==> src/core/uart_pkg.sv <==
// Overview of operation
// With divisor access set, offsets 0 and 1 reach the 16-bit divisor latch low and high bytes.
// With divisor access clear, offset 0 reads the receive buffer and writes the transmit buffer, offset 1 the interrupt enable.
// Force silence holds the infrared output low while the ordinary transmitter keeps running.
// Parity enable plus fixed parity sends and checks a constant parity bit, 0 when even select is 1, else 1.
// Parity enabled and not fixed gives even parity when even select is 1, odd parity when it is 0.
// With parity enabled a parity bit goes after the last data bit and before the stop bits, and is checked there.
// Stop bits are one, or one and a half for 5-bit characters, or two for longer ones when multi stop is set.
// The two-bit length field gives 5, 6, 7 or 8 data bits.
// The baud generator takes divisors 1 to 65535 and makes a tick at sixteen times the bit rate.
// A character is a start bit, data least significant first, optional parity, then stop bits.
// Eight consecutive offsets are decoded for the data, enable, status, control, scratch and divisor registers.
// The line format control register clears to zero on reset.
package uart_pkg;
    localparam int ADDR_W = 3;
    localparam int DATA_W = 8;
    localparam logic [2:0] OFS_DATA = 3'h0;
    localparam logic [2:0] OFS_IEN = 3'h1;
    localparam logic [2:0] OFS_IID = 3'h2;
    localparam logic [2:0] OFS_LCR = 3'h3;
    localparam logic [2:0] OFS_MCR = 3'h4;
    localparam logic [2:0] OFS_LSR = 3'h5;
    localparam logic [2:0] OFS_MSR = 3'h6;
    localparam logic [2:0] OFS_SCR = 3'h7;
    // Line format control fields
    localparam int LC_DLAB = 7;
    localparam int LC_SIL = 6;
    localparam int LC_FIX = 5;
    localparam int LC_EVEN = 4;
    localparam int LC_PEN = 3;
    localparam int LC_STB = 2;
    localparam logic [7:0] LCR_RST = 8'h00;
    localparam logic [15:0] DIV_RST = 16'h0001;
    localparam logic [3:0] OVS = 4'hF;
    localparam logic [3:0] OVS_HALF = 4'h7;
    localparam logic [3:0] IEN_MASK = 4'hF;
    // Interrupt source bit positions
    localparam int EV_RX = 0;
    localparam int EV_TXE = 1;
    localparam int EV_ERR = 2;
    typedef enum logic [2:0] {ST_IDLE, ST_START, ST_DATA, ST_PAR, ST_STOP} ser_t;
endpackage : uart_pkg

==> src/core/uart_line_format_control.sv <==
module uart_line_format_control
    import uart_pkg::*;
(
    // Clock and reset
    input wire logic mclk_i,
    input wire logic rstn_i,
    // Avalon-MM slave
    input wire logic [uart_pkg::ADDR_W-1:0] avs_address_i,
    input wire logic avs_read_i,
    input wire logic avs_write_i,
    input wire logic [uart_pkg::DATA_W-1:0] avs_writedata_i,
    output logic [uart_pkg::DATA_W-1:0] avs_readdata_o,
    output logic avs_waitrequest_o,
    // Serial line
    input wire logic serial_in_i,
    output logic serial_out_o,
    output logic infrared_tx_out_o,
    // Interrupt
    output logic irq_o
);
    import uart_pkg::*;

    // Registers
    logic [7:0] lcr_q, lcr_d;
    logic [15:0] div_q, div_d;
    logic [3:0] ien_q, ien_d;
    logic [7:0] scr_q, scr_d;
    logic [4:0] mcr_q, mcr_d;
    logic [7:0] thr_q, thr_d;
    logic thr_full_q, thr_full_d;
    logic [7:0] rxbuf_q, rxbuf_d;
    logic [2:0] sts_q, sts_d;
    logic [3:0] err_q, err_d;
    logic ack_q, ack_d;
    logic [7:0] rd_q, rd_d;
    // Baud generator
    logic [15:0] bcnt_q, bcnt_d;
    logic tick;
    // Transmitter
    ser_t ts_q, ts_d;
    logic [3:0] tov_q, tov_d;
    logic [2:0] tbit_q, tbit_d;
    logic [7:0] tsh_q, tsh_d;
    logic tpar_q, tpar_d;
    logic [1:0] tstop_q, tstop_d;
    logic tout_q, tout_d;
    logic tx_take;
    // Receiver
    ser_t rs_q, rs_d;
    logic [3:0] rov_q, rov_d;
    logic [2:0] rbit_q, rbit_d;
    logic [7:0] rsh_q, rsh_d;
    logic rpar_q, rpar_d;
    logic rx_done, rx_perr, rx_ferr;
    logic [2:0] nbits;
    logic acc;

    // Length field to highest data bit index
    function automatic logic [2:0] last_bit(input logic [1:0] len);
        last_bit = 3'h4 + {1'b0, len};
    endfunction : last_bit

    // Parity value for a running xor of data
    function automatic logic par_of(input logic [7:0] lc, input logic dxor);
        if (lc[LC_FIX]) begin
            par_of = ~lc[LC_EVEN];
        end else begin
            par_of = lc[LC_EVEN] ? dxor : ~dxor;
        end
    endfunction : par_of

    assign nbits = last_bit(lcr_q[1:0]);
    assign acc = (avs_read_i | avs_write_i) & ~ack_q;
    assign avs_waitrequest_o = (avs_read_i | avs_write_i) & ~ack_q;
    assign avs_readdata_o = rd_q;
    assign irq_o = |(sts_q & ien_q[2:0]) & mcr_q[3];
    assign serial_out_o = tout_q;
    assign infrared_tx_out_o = lcr_q[LC_SIL] ? 1'b0 : tout_q;

    // Register file and bus answer
    always_comb begin
        lcr_d = lcr_q;
        div_d = div_q;
        ien_d = ien_q;
        scr_d = scr_q;
        mcr_d = mcr_q;
        thr_d = thr_q;
        thr_full_d = thr_full_q & ~tx_take;
        rxbuf_d = rxbuf_q;
        sts_d = sts_q;
        err_d = err_q;
        rd_d = rd_q;
        ack_d = acc;
        if (tx_take) begin
            sts_d[EV_TXE] = 1'b1;
        end
        if (acc && avs_read_i) begin
            case (avs_address_i)
                OFS_DATA: begin
                    if (lcr_q[LC_DLAB]) begin
                        rd_d = div_q[7:0];
                    end else begin
                        rd_d = rxbuf_q;
                        sts_d[EV_RX] = 1'b0;
                    end
                end
                OFS_IEN: rd_d = lcr_q[LC_DLAB] ? div_q[15:8] : {4'h0, ien_q};
                OFS_IID: rd_d = {5'h00, sts_q[EV_ERR] ? 2'h3 : sts_q[EV_RX] ? 2'h2 : 2'h1,
                    ~|(sts_q & ien_q[2:0])};
                OFS_LCR: rd_d = lcr_q;
                OFS_MCR: rd_d = {3'h0, mcr_q};
                OFS_LSR: begin
                    rd_d = {1'b0, ~thr_full_q & (ts_q == ST_IDLE), ~thr_full_q, 1'b0, err_q[2:0],
                        sts_q[EV_RX]};
                    err_d = 4'h0;
                    sts_d[EV_ERR] = 1'b0;
                end
                OFS_MSR: rd_d = 8'h00;
                OFS_SCR: rd_d = scr_q;
                default: rd_d = 8'h00;
            endcase
        end
        if (acc && avs_write_i) begin
            case (avs_address_i)
                OFS_DATA: begin
                    if (lcr_q[LC_DLAB]) begin
                        div_d[7:0] = avs_writedata_i;
                    end else begin
                        thr_d = avs_writedata_i;
                        thr_full_d = 1'b1;
                        sts_d[EV_TXE] = 1'b0;
                    end
                end
                OFS_IEN: begin
                    if (lcr_q[LC_DLAB]) begin
                        div_d[15:8] = avs_writedata_i;
                    end else begin
                        ien_d = avs_writedata_i[3:0] & IEN_MASK;
                    end
                end
                OFS_LCR: lcr_d = avs_writedata_i;
                OFS_MCR: mcr_d = avs_writedata_i[4:0];
                OFS_SCR: scr_d = avs_writedata_i;
                default: ;
            endcase
        end
        // Hardware events win over reads
        if (rx_done) begin
            rxbuf_d = rsh_q;
            if (sts_q[EV_RX]) begin
                err_d[0] = 1'b1;
            end
            sts_d[EV_RX] = 1'b1;
            err_d[1] = err_d[1] | rx_perr;
            err_d[2] = err_d[2] | rx_ferr;
            if (rx_perr || rx_ferr || sts_q[EV_RX]) begin
                sts_d[EV_ERR] = 1'b1;
            end
        end
    end

    always_ff @(posedge mclk_i or negedge rstn_i) begin
        if (!rstn_i) begin
            lcr_q <= LCR_RST;
            div_q <= DIV_RST;
            ien_q <= 4'h0;
            scr_q <= 8'h00;
            mcr_q <= 5'h00;
            thr_q <= 8'h00;
            thr_full_q <= 1'b0;
            rxbuf_q <= 8'h00;
            sts_q <= 3'h0;
            err_q <= 4'h0;
            rd_q <= 8'h00;
            ack_q <= 1'b0;
        end else begin
            lcr_q <= lcr_d;
            div_q <= div_d;
            ien_q <= ien_d;
            scr_q <= scr_d;
            mcr_q <= mcr_d;
            thr_q <= thr_d;
            thr_full_q <= thr_full_d;
            rxbuf_q <= rxbuf_d;
            sts_q <= sts_d;
            err_q <= err_d;
            rd_q <= rd_d;
            ack_q <= ack_d;
        end
    end

    // Sixteen-times baud tick, divisor zero treated as one
    always_comb begin
        tick = (bcnt_q <= 16'h0001);
        bcnt_d = tick ? div_q : bcnt_q - 16'h0001;
    end

    always_ff @(posedge mclk_i or negedge rstn_i) begin
        if (!rstn_i) begin
            bcnt_q <= DIV_RST;
        end else begin
            bcnt_q <= bcnt_d;
        end
    end

    // Transmit framing
    assign tx_take = (ts_q == ST_IDLE) && thr_full_q && tick;
    always_comb begin
        ts_d = ts_q;
        tov_d = tov_q;
        tbit_d = tbit_q;
        tsh_d = tsh_q;
        tpar_d = tpar_q;
        tstop_d = tstop_q;
        tout_d = tout_q;
        if (tick) begin
            tov_d = tov_q + 4'h1;
            case (ts_q)
                ST_IDLE: begin
                    tout_d = 1'b1;
                    if (thr_full_q) begin
                        tsh_d = thr_q;
                        tpar_d = 1'b0;
                        tov_d = 4'h0;
                        tout_d = 1'b0;
                        ts_d = ST_START;
                    end
                end
                ST_START: begin
                    if (tov_q == OVS) begin
                        tbit_d = 3'h0;
                        tout_d = tsh_q[0];
                        tpar_d = tsh_q[0];
                        ts_d = ST_DATA;
                    end
                end
                ST_DATA: begin
                    if (tov_q == OVS) begin
                        tbit_d = tbit_q + 3'h1;
                        if (tbit_q == nbits) begin
                            if (lcr_q[LC_PEN]) begin
                                tout_d = par_of(lcr_q, tpar_q);
                                ts_d = ST_PAR;
                            end else begin
                                tout_d = 1'b1;
                                tstop_d = 2'h0;
                                ts_d = ST_STOP;
                            end
                        end else begin
                            tout_d = tsh_q[tbit_q + 3'h1];
                            tpar_d = tpar_q ^ tsh_q[tbit_q + 3'h1];
                        end
                    end
                end
                ST_PAR: begin
                    if (tov_q == OVS) begin
                        tout_d = 1'b1;
                        tstop_d = 2'h0;
                        ts_d = ST_STOP;
                    end
                end
                ST_STOP: begin
                    // Half-bit steps: 2, 3 or 4 of them
                    if (tov_q == OVS || tov_q == OVS_HALF) begin
                        tstop_d = tstop_q + 2'h1;
                        if (!lcr_q[LC_STB] && tstop_q == 2'h1) begin
                            ts_d = ST_IDLE;
                        end else if (lcr_q[LC_STB] && lcr_q[1:0] == 2'h0 && tstop_q == 2'h2) begin
                            ts_d = ST_IDLE;
                        end else if (tstop_q == 2'h3) begin
                            ts_d = ST_IDLE;
                        end
                    end
                end
                default: ts_d = ST_IDLE;
            endcase
        end
    end

    always_ff @(posedge mclk_i or negedge rstn_i) begin
        if (!rstn_i) begin
            ts_q <= ST_IDLE;
            tov_q <= 4'h0;
            tbit_q <= 3'h0;
            tsh_q <= 8'h00;
            tpar_q <= 1'b0;
            tstop_q <= 2'h0;
            tout_q <= 1'b1;
        end else begin
            ts_q <= ts_d;
            tov_q <= tov_d;
            tbit_q <= tbit_d;
            tsh_q <= tsh_d;
            tpar_q <= tpar_d;
            tstop_q <= tstop_d;
            tout_q <= tout_d;
        end
    end

    // Receive framing, sampling mid-bit; first stop bit checked
    always_comb begin
        rs_d = rs_q;
        rov_d = rov_q;
        rbit_d = rbit_q;
        rsh_d = rsh_q;
        rpar_d = rpar_q;
        rx_done = 1'b0;
        rx_perr = 1'b0;
        rx_ferr = 1'b0;
        if (tick) begin
            rov_d = rov_q + 4'h1;
            case (rs_q)
                ST_IDLE: begin
                    rov_d = 4'h0;
                    if (!serial_in_i) begin
                        rs_d = ST_START;
                    end
                end
                ST_START: begin
                    if (rov_q == OVS_HALF) begin
                        rov_d = 4'h0;
                        rbit_d = 3'h0;
                        rsh_d = 8'h00;
                        rpar_d = 1'b0;
                        rs_d = serial_in_i ? ST_IDLE : ST_DATA;
                    end
                end
                ST_DATA: begin
                    if (rov_q == OVS) begin
                        rsh_d[rbit_q] = serial_in_i;
                        rpar_d = rpar_q ^ serial_in_i;
                        rbit_d = rbit_q + 3'h1;
                        if (rbit_q == nbits) begin
                            rs_d = lcr_q[LC_PEN] ? ST_PAR : ST_STOP;
                        end
                    end
                end
                ST_PAR: begin
                    if (rov_q == OVS) begin
                        rpar_d = (serial_in_i != par_of(lcr_q, rpar_q));
                        rs_d = ST_STOP;
                    end
                end
                ST_STOP: begin
                    if (rov_q == OVS) begin
                        rx_done = 1'b1;
                        rx_ferr = ~serial_in_i;
                        rx_perr = lcr_q[LC_PEN] & rpar_q;
                        rs_d = ST_IDLE;
                    end
                end
                default: rs_d = ST_IDLE;
            endcase
        end
    end

    always_ff @(posedge mclk_i or negedge rstn_i) begin
        if (!rstn_i) begin
            rs_q <= ST_IDLE;
            rov_q <= 4'h0;
            rbit_q <= 3'h0;
            rsh_q <= 8'h00;
            rpar_q <= 1'b0;
        end else begin
            rs_q <= rs_d;
            rov_q <= rov_d;
            rbit_q <= rbit_d;
            rsh_q <= rsh_d;
            rpar_q <= rpar_d;
        end
    end

    // Checks
    silence_low_a: assert property (@(posedge mclk_i) disable iff (!rstn_i)
        lcr_q[LC_SIL] |-> !infrared_tx_out_o) else $error("infrared not silent");
    silence_pass_a: assert property (@(posedge mclk_i) disable iff (!rstn_i)
        !lcr_q[LC_SIL] |-> infrared_tx_out_o == serial_out_o) else $error("infrared not following");
    div_low_a: assert property (@(posedge mclk_i) disable iff (!rstn_i)
        (acc && avs_write_i && avs_address_i == OFS_DATA && lcr_q[LC_DLAB])
        |=> div_q[7:0] == $past(avs_writedata_i) && !thr_full_q == !$past(thr_full_q & ~tx_take))
        else $error("divisor low not written");
    div_high_a: assert property (@(posedge mclk_i) disable iff (!rstn_i)
        (acc && avs_write_i && avs_address_i == OFS_IEN && lcr_q[LC_DLAB])
        |=> div_q[15:8] == $past(avs_writedata_i) && $stable(ien_q)) else $error("divisor high not written");
    tx_load_a: assert property (@(posedge mclk_i) disable iff (!rstn_i)
        (acc && avs_write_i && avs_address_i == OFS_DATA && !lcr_q[LC_DLAB])
        |=> thr_full_q && thr_q == $past(avs_writedata_i) && $stable(div_q)) else $error("tx buffer not loaded");
    rx_read_a: assert property (@(posedge mclk_i) disable iff (!rstn_i)
        (acc && avs_read_i && avs_address_i == OFS_DATA && !lcr_q[LC_DLAB])
        |=> avs_readdata_o == $past(rxbuf_q)) else $error("rx buffer not read");
    start_low_a: assert property (@(posedge mclk_i) disable iff (!rstn_i)
        ts_q == ST_START |-> !serial_out_o) else $error("start bit not low");
    stop_high_a: assert property (@(posedge mclk_i) disable iff (!rstn_i)
        ts_q == ST_STOP |-> serial_out_o) else $error("stop bit not high");
    fixed_par_a: assert property (@(posedge mclk_i) disable iff (!rstn_i)
        (ts_q == ST_PAR && lcr_q[LC_PEN] && lcr_q[LC_FIX]) |-> serial_out_o == ~lcr_q[LC_EVEN])
        else $error("fixed parity wrong");
    no_par_a: assert property (@(posedge mclk_i) disable iff (!rstn_i)
        !lcr_q[LC_PEN] && ts_q == ST_DATA |=> ts_q != ST_PAR) else $error("parity without enable");
    bit_count_a: assert property (@(posedge mclk_i) disable iff (!rstn_i)
        ts_q == ST_DATA |-> tbit_q <= nbits) else $error("too many data bits");
    tick_rate_a: assert property (@(posedge mclk_i) disable iff (!rstn_i)
        (tick && div_q == 16'h0002 && $stable(div_q)) |=> !tick ##1 tick) else $error("baud tick spacing");
endmodule : uart_line_format_control

==> config.mk <==
export PLATFORM = sky130hd
export DESIGN_NAME = uart_line_format_control
export DESIGN_NICKNAME = d
export VERILOG_FILES = /design/src/core/uart_pkg.sv /design/src/core/uart_line_format_control.sv
export SDC_FILE = /design/constraint.sdc
export NUM_CORES = 1
export LEC_CHECK = 0
export BUFFER_PORTS_ARGS = -buffer_cell sky130_fd_sc_hd__buf_4
export CAP_MARGIN = 15
export CORE_UTILIZATION = 45
export CTS_CLUSTER_DIAMETER = 40
export DETAILED_ROUTE_END_ITERATION = 7
export MAX_ROUTING_LAYER = met4
export PLACE_DENSITY = 0.73
export SETUP_SLACK_MARGIN = 0.5
export SYNTH_ARGS = -nofsm -noshare
export SYNTH_HDL_FRONTEND = slang
export SYNTH_SLANG_ARGS = --single-unit
==> constraint.sdc <==
create_clock -name mclk_i -period 5.4 [get_ports mclk_i]
set_clock_uncertainty 0.1 [all_clocks]
set_input_delay 1.08 -clock mclk_i [delete_from_list [all_inputs] [get_ports mclk_i]]
set_output_delay 1.08 -clock mclk_i [all_outputs]
set_load 0.02 [all_outputs]
Yosys cells after proc, flatten, opt, wreduce, memory -nomap -nowiden --
Cells that the tools add are included.
Storage, ports and cells: register bits after elaboration 130, bits in latches 0, bits in writable memories 0, bits in read-only memories 0, bits of input ports 16, output and inout port bits 12, word-level logic and storage cells 241, memories kept 0
Operators by class: add/subtract/negate cells 7, multipliers 0, divide/modulo/power cells 0, order comparisons 4, equality and inequality tests 41, shift operators 0, muxes and demuxes 100, bitwise logic cells 19, reduce and logical (&&, ||, !) cells 43
Operator list (number):
- 3-bit 2-to-1 mux | 23
- 8-bit case mux with 8 select lines | 1
- 1-bit 2-to-1 mux | 47
- 8-bit 2-to-1 mux | 4
- 3-bit case mux with 5 select lines | 2
- 2-bit != test (second input constant) | 14
- 3-bit by 2-bit equality test with 1-bit output (second input constant) | 6
- 3-bit equality test (second input constant) | 6
- 3-bit AND reduction | 6
- 16-bit by 1-bit <= comparator with 1-bit output (second input constant) | 1
- 16-bit 2-to-1 mux | 1
- 2-bit 2-to-1 mux | 8
- 8-bit case mux with 2 select lines | 1
- 16-bit by 1-bit subtractor with 16-bit output (second input constant) | 1
- 7-bit AND reduction | 2
- 4-bit 2-to-1 mux | 3
- 3-bit case mux with 2 select lines | 2
- 5-bit AND reduction | 2
- 3-bit by 1-bit equality test with 1-bit output (second input constant) | 3
- 3-bit logical NOT | 3
- 3-bit nonzero test | 3
- 4-bit by 1-bit adder with 4-bit output (second input constant) | 2
- 8-bit bitwise mux | 1
- 4-bit by 3-bit equality test with 1-bit output (second input constant) | 2
- 34 further kinds | 70

Logic depth before layout (Yosys ltp) --
Gate-level depths: netlist of run 1.
word-level depth 9, depth in mapped cells 9, depth with buffers taken out 8

Worst setup path after synthesis of run 1 --
OpenSTA, ideal clock, no wires.
path type input-to-reg, start input port avs_address_i[0] in the netlist's numbering, end register thr_q[0], library setup time 125 ps, arrival time 2481 ps, data required time 5175 ps, path slack 2695 ps, stages on the path 6, buffers on the path 2, path through clkbuf_1 -> inv_1 -> nand2_1 -> or3_1 -> clkbuf_1 -> mux2_2
Between the ends: word-level cells in the longest chain between the ends 2
RTL lines:
- start: declaration | line uart_line_format_control.sv:8 | input wire logic [uart_pkg::ADDR_W-1:0] avs_address_i,
- 3-bit logical NOT | line uart_line_format_control.sv:124 | case (avs_address_i)
- 3-bit AND reduction (no line)
- end signal: assignment | line uart_line_format_control.sv:182 | thr_q <= thr_d;
- end: declaration | line uart_line_format_control.sv:29 | logic [7:0] thr_q, thr_d;
No other way between the ends. A chain may end at the register's enable or synchronous reset.

Worst setup path after layout of run 1 --
start register bcnt_q[0], end register tsh_q[1]
Between the ends: word-level cells in the longest chain between the ends 2
RTL lines:
- start: declaration | line uart_line_format_control.sv:37 | logic [15:0] bcnt_q, bcnt_d;
- start signal: assignment | line uart_line_format_control.sv:202 | bcnt_q <= bcnt_d;
- 16-bit by 1-bit <= comparator with 1-bit output | line uart_line_format_control.sv:194 | tick = (bcnt_q <= 16'h0001);
- 3-bit AND reduction (no line)
- end signal: assignment | line uart_line_format_control.sv:293 | tsh_q <= tsh_d;
- end: declaration | line uart_line_format_control.sv:43 | logic [7:0] tsh_q, tsh_d;
No other way between the ends.

==> results.toml, run 1 <==
[worst_setup_path]
crit_required_ns = 5.60
ff2ff_setup_slack_ns = 2.45
crit_slowest_cell = "and3_1"
cp_max_fo = 23
critPathTopFamily = "simple AND/OR/NAND/NOR gates"
arrival_ns = 3.16
worstSetupPathType = "flip-flop to flip-flop"
path_cells = "ha_1, nor2_1, nor4_1, and3_1, buf_4, nand2_2, mux2_2"
critPathLaunchType = "flip-flop"
critPathCaptureType = "flip-flop"
critPathBufInv = 1
max_stage_delay_ns = 0.57

[yosys]
ys_async_sr_fraction_pct = 100
synth_compound_area_share_pct = 12.3
synthAdderAreaFrac_pct = 1.67
synth_fp_nets = 674
muxShareOfSynthArea_pct = 15.4
synthDistinctLibCells = 70
syn_area_mm2 = 0.00674
synth_xor_area_share_pct = 2.60
synth-seq-area-share_pct = 48.3
synth_seq_cells = 130
synthSimpleGateAreaFrac_pct = 16.3
ys_warn_count = 0
synth_ff_type = "dfrtp_1"
syn_inst = 649
synth-edff-count = 0
syn_area_per_cell_um2 = 10.4
synth_top_family_by_area = "simple AND/OR/NAND/NOR gates"

[clocking]
insertion_delay_ns = 0.42
root_buffer = "clkbuf_16"
cts_sinks = 130
ctsHoldBuffers = 0
post_cts_buffers = 0
cts_tree = "yes"
cts_max_level = 4
numCtsBuffers = 17
clkTransAtPathRegs_ns = 0.06
cts_buffer_depth = 2
post_cts_resized = 0

[floorplan]
core_mm2 = 0.0146
placementRows = 44
pin_count = 28
initial_core_util_pct = 46.2
dieArea_mm2 = 0.0155
die_w_um = 124
die_h_um = 124

[detailed_routing]
drt-pass1-iter-count = 5
routed_via_density = 5.84
antenna_left = 0
wirelength_mm = 16.3
drc = 0
drt_iter0_markers = 451
vias = 5040
wire_per_inst_um = 18.8

[sta]
finalCritPeriodShare_pct = 54.7
hold_viol = 0
finalMaxSlewViolations = 0
fmax_ghz = 0.339
final-setup-viol-count = 0
fin_setup_tns_ns = 0
worst_pin_slew_ns = 0.914
min_period_ns = 2.95
relSlewSlack_pct = 38.5
rsz0062_at_grt = "false"

[pwr]
power_density_mw_per_mm2 = 415
power.internal_mw = 2.27
cellLeakagePower_nw = 3.36
power_frac_clock_pct = 38.2
swShare_pct = 28.9
pwr-share-comb_pct = 17.4
ir_drop_mv = 0.284
p_sw_mw = 0.921
pwr-share-seq_pct = 44.4

[global_route]
grt_pass1_vias = 4977
gr-total-overflow = 0
grt_max_degree = 57
grt_pass1_wl_mm = 26.6
antenna_found_initial = 0
track_usage_pct = 22.8

[placement]
placed_cells = 831
gp_congestion = 0.884
io_buffers = 27
dp_hpwl_mm = 11.3

[run]
max_cap_violations = 0

[finish]
fin_cells = 863
n_antenna_cell = 0
fin_nets = 691
areaGrowthSynthToFinish_pct = 14.1
drive_gt1_share_pct = 23.7

[status]
status = "completed"

[min_path]
min_path_type = "flip-flop to flip-flop"
==> sequential cells by signal, summed over array words and instances, names as in the netlist, 4 cells and up <==
signal	flops
bcnt_q	16
div_q	16
avs_readdata_o	8
lcr_q	8
rsh_q	8
rxbuf_q	8
scr_q	8
thr_q	8
tsh_q	8
mcr_q	5
ien_q	4
rov_q	4
tov_q	4
==> layout make-up <==
cell class                 instances  area [um2]
clock inverter                    10         155
tap                              184         230
clock buffer                      22         474
inverter                          20        77.6
multi-input combinational        466        3260
timing repair buffer              31         233
fill                            1234        6900
sequential                       130        3260
==> final timing paths <==
path | from | end | depth (start not counted)
worst max-delay path | bcnt_q[0] | tsh_q[1] | 7
worst min-delay path | ack_q | ack_q | 1
worst max register to register | bcnt_q[0] | tsh_q[1] | 7
worst min register to register | ack_q | ack_q | 1
max in group asynchronous | rstn_i | serial_out_o | 2
min in group asynchronous | rstn_i | div_q[11] | 1
==> layer usage <==
metal	GRT usage, %	share of wire [%]
met5	-	0
met4	7.09	2.0
met1	29.8	45
met3	5.93	4.3
met2	34.7	48
==> stage by stage <==
stage / utilization [%] / setup slack, ns / area (um2) / hold WS, ns / total power, mW
after floorplan: - / 2.69 / 6740 / 0.352 / 1.75
after global placement: 48.4 / 2.57 / 7060 / 0.359 / 1.94
after detailed placement: 48.4 / 2.43 / 7060 / 0.368 / 1.98
after CTS: 52.7 / 2.44 / 7690 / 0.374 / 3.20
after global routing: 52.7 / 2.24 / 7690 / 0.412 / 3.33
final: 52.7 / 2.45 / 7690 / 0.376 / 3.19
==> cell families (layout without fill, tap and decap cells) <==
logic type	Yosys count	in the layout
XOR/XNOR	20	20
flip-flops	130	130
AO/OA/AOI/OAI	134	134
adder cells (fa/ha/maj)	9	9
AND/OR/NAND/NOR	212	212
buffers and inverters	53	83
multiplexers	91	91
==> Yosys cell counts, types with 8 or more instances <==
| cell | number | share of area (%) |
|---|---|---|
| mux2_2 | 75 | 13 |
| a31oi_1 | 8 | 0.74 |
| mux2i_1 | 10 | 1.5 |
| nand2_1 | 70 | 3.9 |
| xnor2_1 | 17 | 2.2 |
| dfrtp_1 | 127 | 47 |
| nor2b_1 | 15 | 1.4 |
| o21ai_0 | 59 | 4.4 |
| a21oi_1 | 20 | 1.5 |
| nor3_1 | 10 | 0.74 |
| clkbuf_1 | 24 | 1.3 |
| nor2_1 | 42 | 2.3 |
| o31ai_1 | 8 | 0.89 |
| nand3_1 | 20 | 1.5 |
| ha_1 | 9 | 1.7 |
| inv_1 | 19 | 1.1 |
==> power groups by stage <==
stage                     logic (mW)  registers, mW  clock network [mW]
after global placement         0.529           1.41                   0
after floorplan                0.406           1.35                   0
after CTS                      0.558           1.41                1.23
after global routing           0.614           1.44                1.28
final                          0.555           1.41                1.22
after detailed placement       0.554           1.42                   0
==> layout by cell type, fill, tap and decap left out, drive strengths merged, types with 6 or more instances in the layout <==
cell type	n
dfrtp	127
clkbuf	22
a31oi	8
mux2i	10
nor3	11
nand3	22
ha	9
o31ai	8
nand2	71
o21ai	61
nand4	7
a21oi	20
nor4	7
mux2	79
buf	31
xnor2	17
or3	6
inv	20
nand2b	7
nor2b	15
nor2	44
a22o	6
Note: power is estimated with default switching activity, not from simulation.
==> inputs of run 2 (changes only) <==
- clock period: 5.4 -> 2.79 ns (I/O delays scaled with it)
==> run 2 against run 1 <==
Setup slack worse by 1.9 ns; combinational power is 110% higher; highest routed layer unchanged; cell count is 2.9% higher; critical endpoint is now rsh_q[2]; critical path type unchanged; sequential share of layout area is 1.3 points lower; first-iteration DRC count is 34% higher.
==> results.toml, run 2 (same netlist as run 1, synthesis figures left out) <==
[status]
status = "completed"

[clocking]
cts_buffer_depth = 2
numCtsBuffers = 17
cts_tree = "yes"
cts_max_level = 4
cts_sinks = 130
root_buffer = "clkbuf_16"
clkTransAtPathRegs_ns = 0.06
ctsHoldBuffers = 0
insertion_delay_ns = 0.43

[placement]
gp_congestion = 0.902
io_buffers = 27
dp_hpwl_mm = 11.6
placed_cells = 843
placed_area_mm2 = 0.00717

[min_path]
min_path_type = "input port to asynchronous set/reset pin"

[pwr]
power_density_mw_per_mm2 = 769
ir_drop_mv = 0.425
cellLeakagePower_nw = 3.47

[detailed_routing]
antenna_left = 0
routed_via_density = 5.94
drc = 0
drt-pass1-iter-count = 7
wire_per_inst_um = 18.8
wirelength_mm = 16.7
drt_iter0_markers = 604
vias = 5278

[worst_setup_path]
critPathBufInv = 1
max_stage_delay_ns = 0.41
crit_slowest_cell = "or3_4"
critPathTopFamily = "simple AND/OR/NAND/NOR gates"
critPathCaptureType = "flip-flop"
worstSetupPathType = "flip-flop to flip-flop"
r2r-start = "bcnt_q[10]"
ff2ff_path_depth = 7
cp_max_fo = 7
path_cells = "or3_4, nor4_4, buf_4, nand3_4, nor3b_4, nand3b_1, mux2_4"
arrival_ns = 2.49
critPathLaunchType = "flip-flop"
crit_required_ns = 3.00
reg2reg_to = "rsh_q[2]"
ff2ff_setup_slack_ns = 0.51

[floorplan]
die_w_um = 124
core_mm2 = 0.0146
dieArea_mm2 = 0.0155
initial_core_util_pct = 46.2
placementRows = 44
die_h_um = 124
pin_count = 28

[finish]
n_antenna_cell = 0
multi_input_area_mm2 = 0.00335
register_area_mm2 = 0.00326
n_fill_cell = 1198
fin_nets = 716
drive_gt1_share_pct = 28.6
fin_area_mm2 = 0.00794
fin_cells = 888
largestRegisters = "bcnt_q x16, div_q x16"
areaGrowthSynthToFinish_pct = 17.8
layout_commonest_cell = "dfrtp_1"
final_cell_mix = "dfrtp_1 (126), mux2_2 (75), nand2_1 (70)"

[sta]
finalCritPeriodShare_pct = 81.8
finalMaxSlewViolations = 0
relSlewSlack_pct = 55.3
worst_pin_slew_ns = 0.671
fin_setup_tns_ns = 0
final-setup-viol-count = 0
rsz0062_at_grt = "true"
min_period_ns = 2.28
fmax_ghz = 0.438
hold_viol = 0

[global_route]
track_usage_pct = 22.9
gr-total-overflow = 0
antenna_found_initial = 0
grt_pass1_wl_mm = 26.7
grt_pass1_vias = 5091
grt_max_degree = 51

[run]
max_cap_violations = 0
-- run 2: per-layer routing --
metal	track usage, %	vias to the layer above	part of all wire [%]
met2	35.0	209	48
met5	-	-	0
li1	-	2404	-
met3	5.41	46	6.8
met1	28.7	2619	42
met4	10.9	0	3.1
-- run 2: layout make-up --
cell class	count	area share [%]
Sequential cell	130	41.0
Clock inverter	15	2.02
Inverter	20	0.977
Timing Repair Buffer	56	5.55
Multi-Input combinational cell	466	42.2
Tap cell	184	2.90
Clock buffer	17	5.36
-- run 2: what timing repair did --
item                                    in CTS  in global routing
pin swaps                                    8                  4
gates resized for setup                     13                  8
endpoints found under the setup margin      38                 42
setup buffers                               12                  1
-- run 2: per-stage QoR --
step	util, %	total power [mW]	worst slack, ns	hold slack, ns
finish	54.4	6.11	0.509	0.0624
global route	54.4	6.38	0.443	0.113
CTS	54.2	6.10	0.415	0.0861
detailed placement	49.1	3.83	0.266	0.375
global placement	49.1	3.76	0.350	0.358
floorplan	-	3.40	0.604	0.162
-- run 2: worst max-delay path by stage --
stage          depth (start not counted)       start          to
6_report                               7  bcnt_q[10]    rsh_q[2]
5_1_grt                                7  bcnt_q[10]    rsh_q[2]
4_1_cts                                7   bcnt_q[8]    rsh_q[2]
3_5_place_dp                           5   bcnt_q[8]  rxbuf_q[5]
3_3_place_gp                           5   bcnt_q[8]  rxbuf_q[3]
2_1_floorplan                          7   bcnt_q[8]    rsh_q[3]
-- run 2: power breakdown --
part / switching (mW) / total (mW) / internal [mW] / leakage, nW
logic: 0.594 / 1.18 / 0.589 / 1.55
clock network: 0.881 / 2.20 / 1.32 / 0.261
registers: 0.426 / 2.72 / 2.30 / 1.66
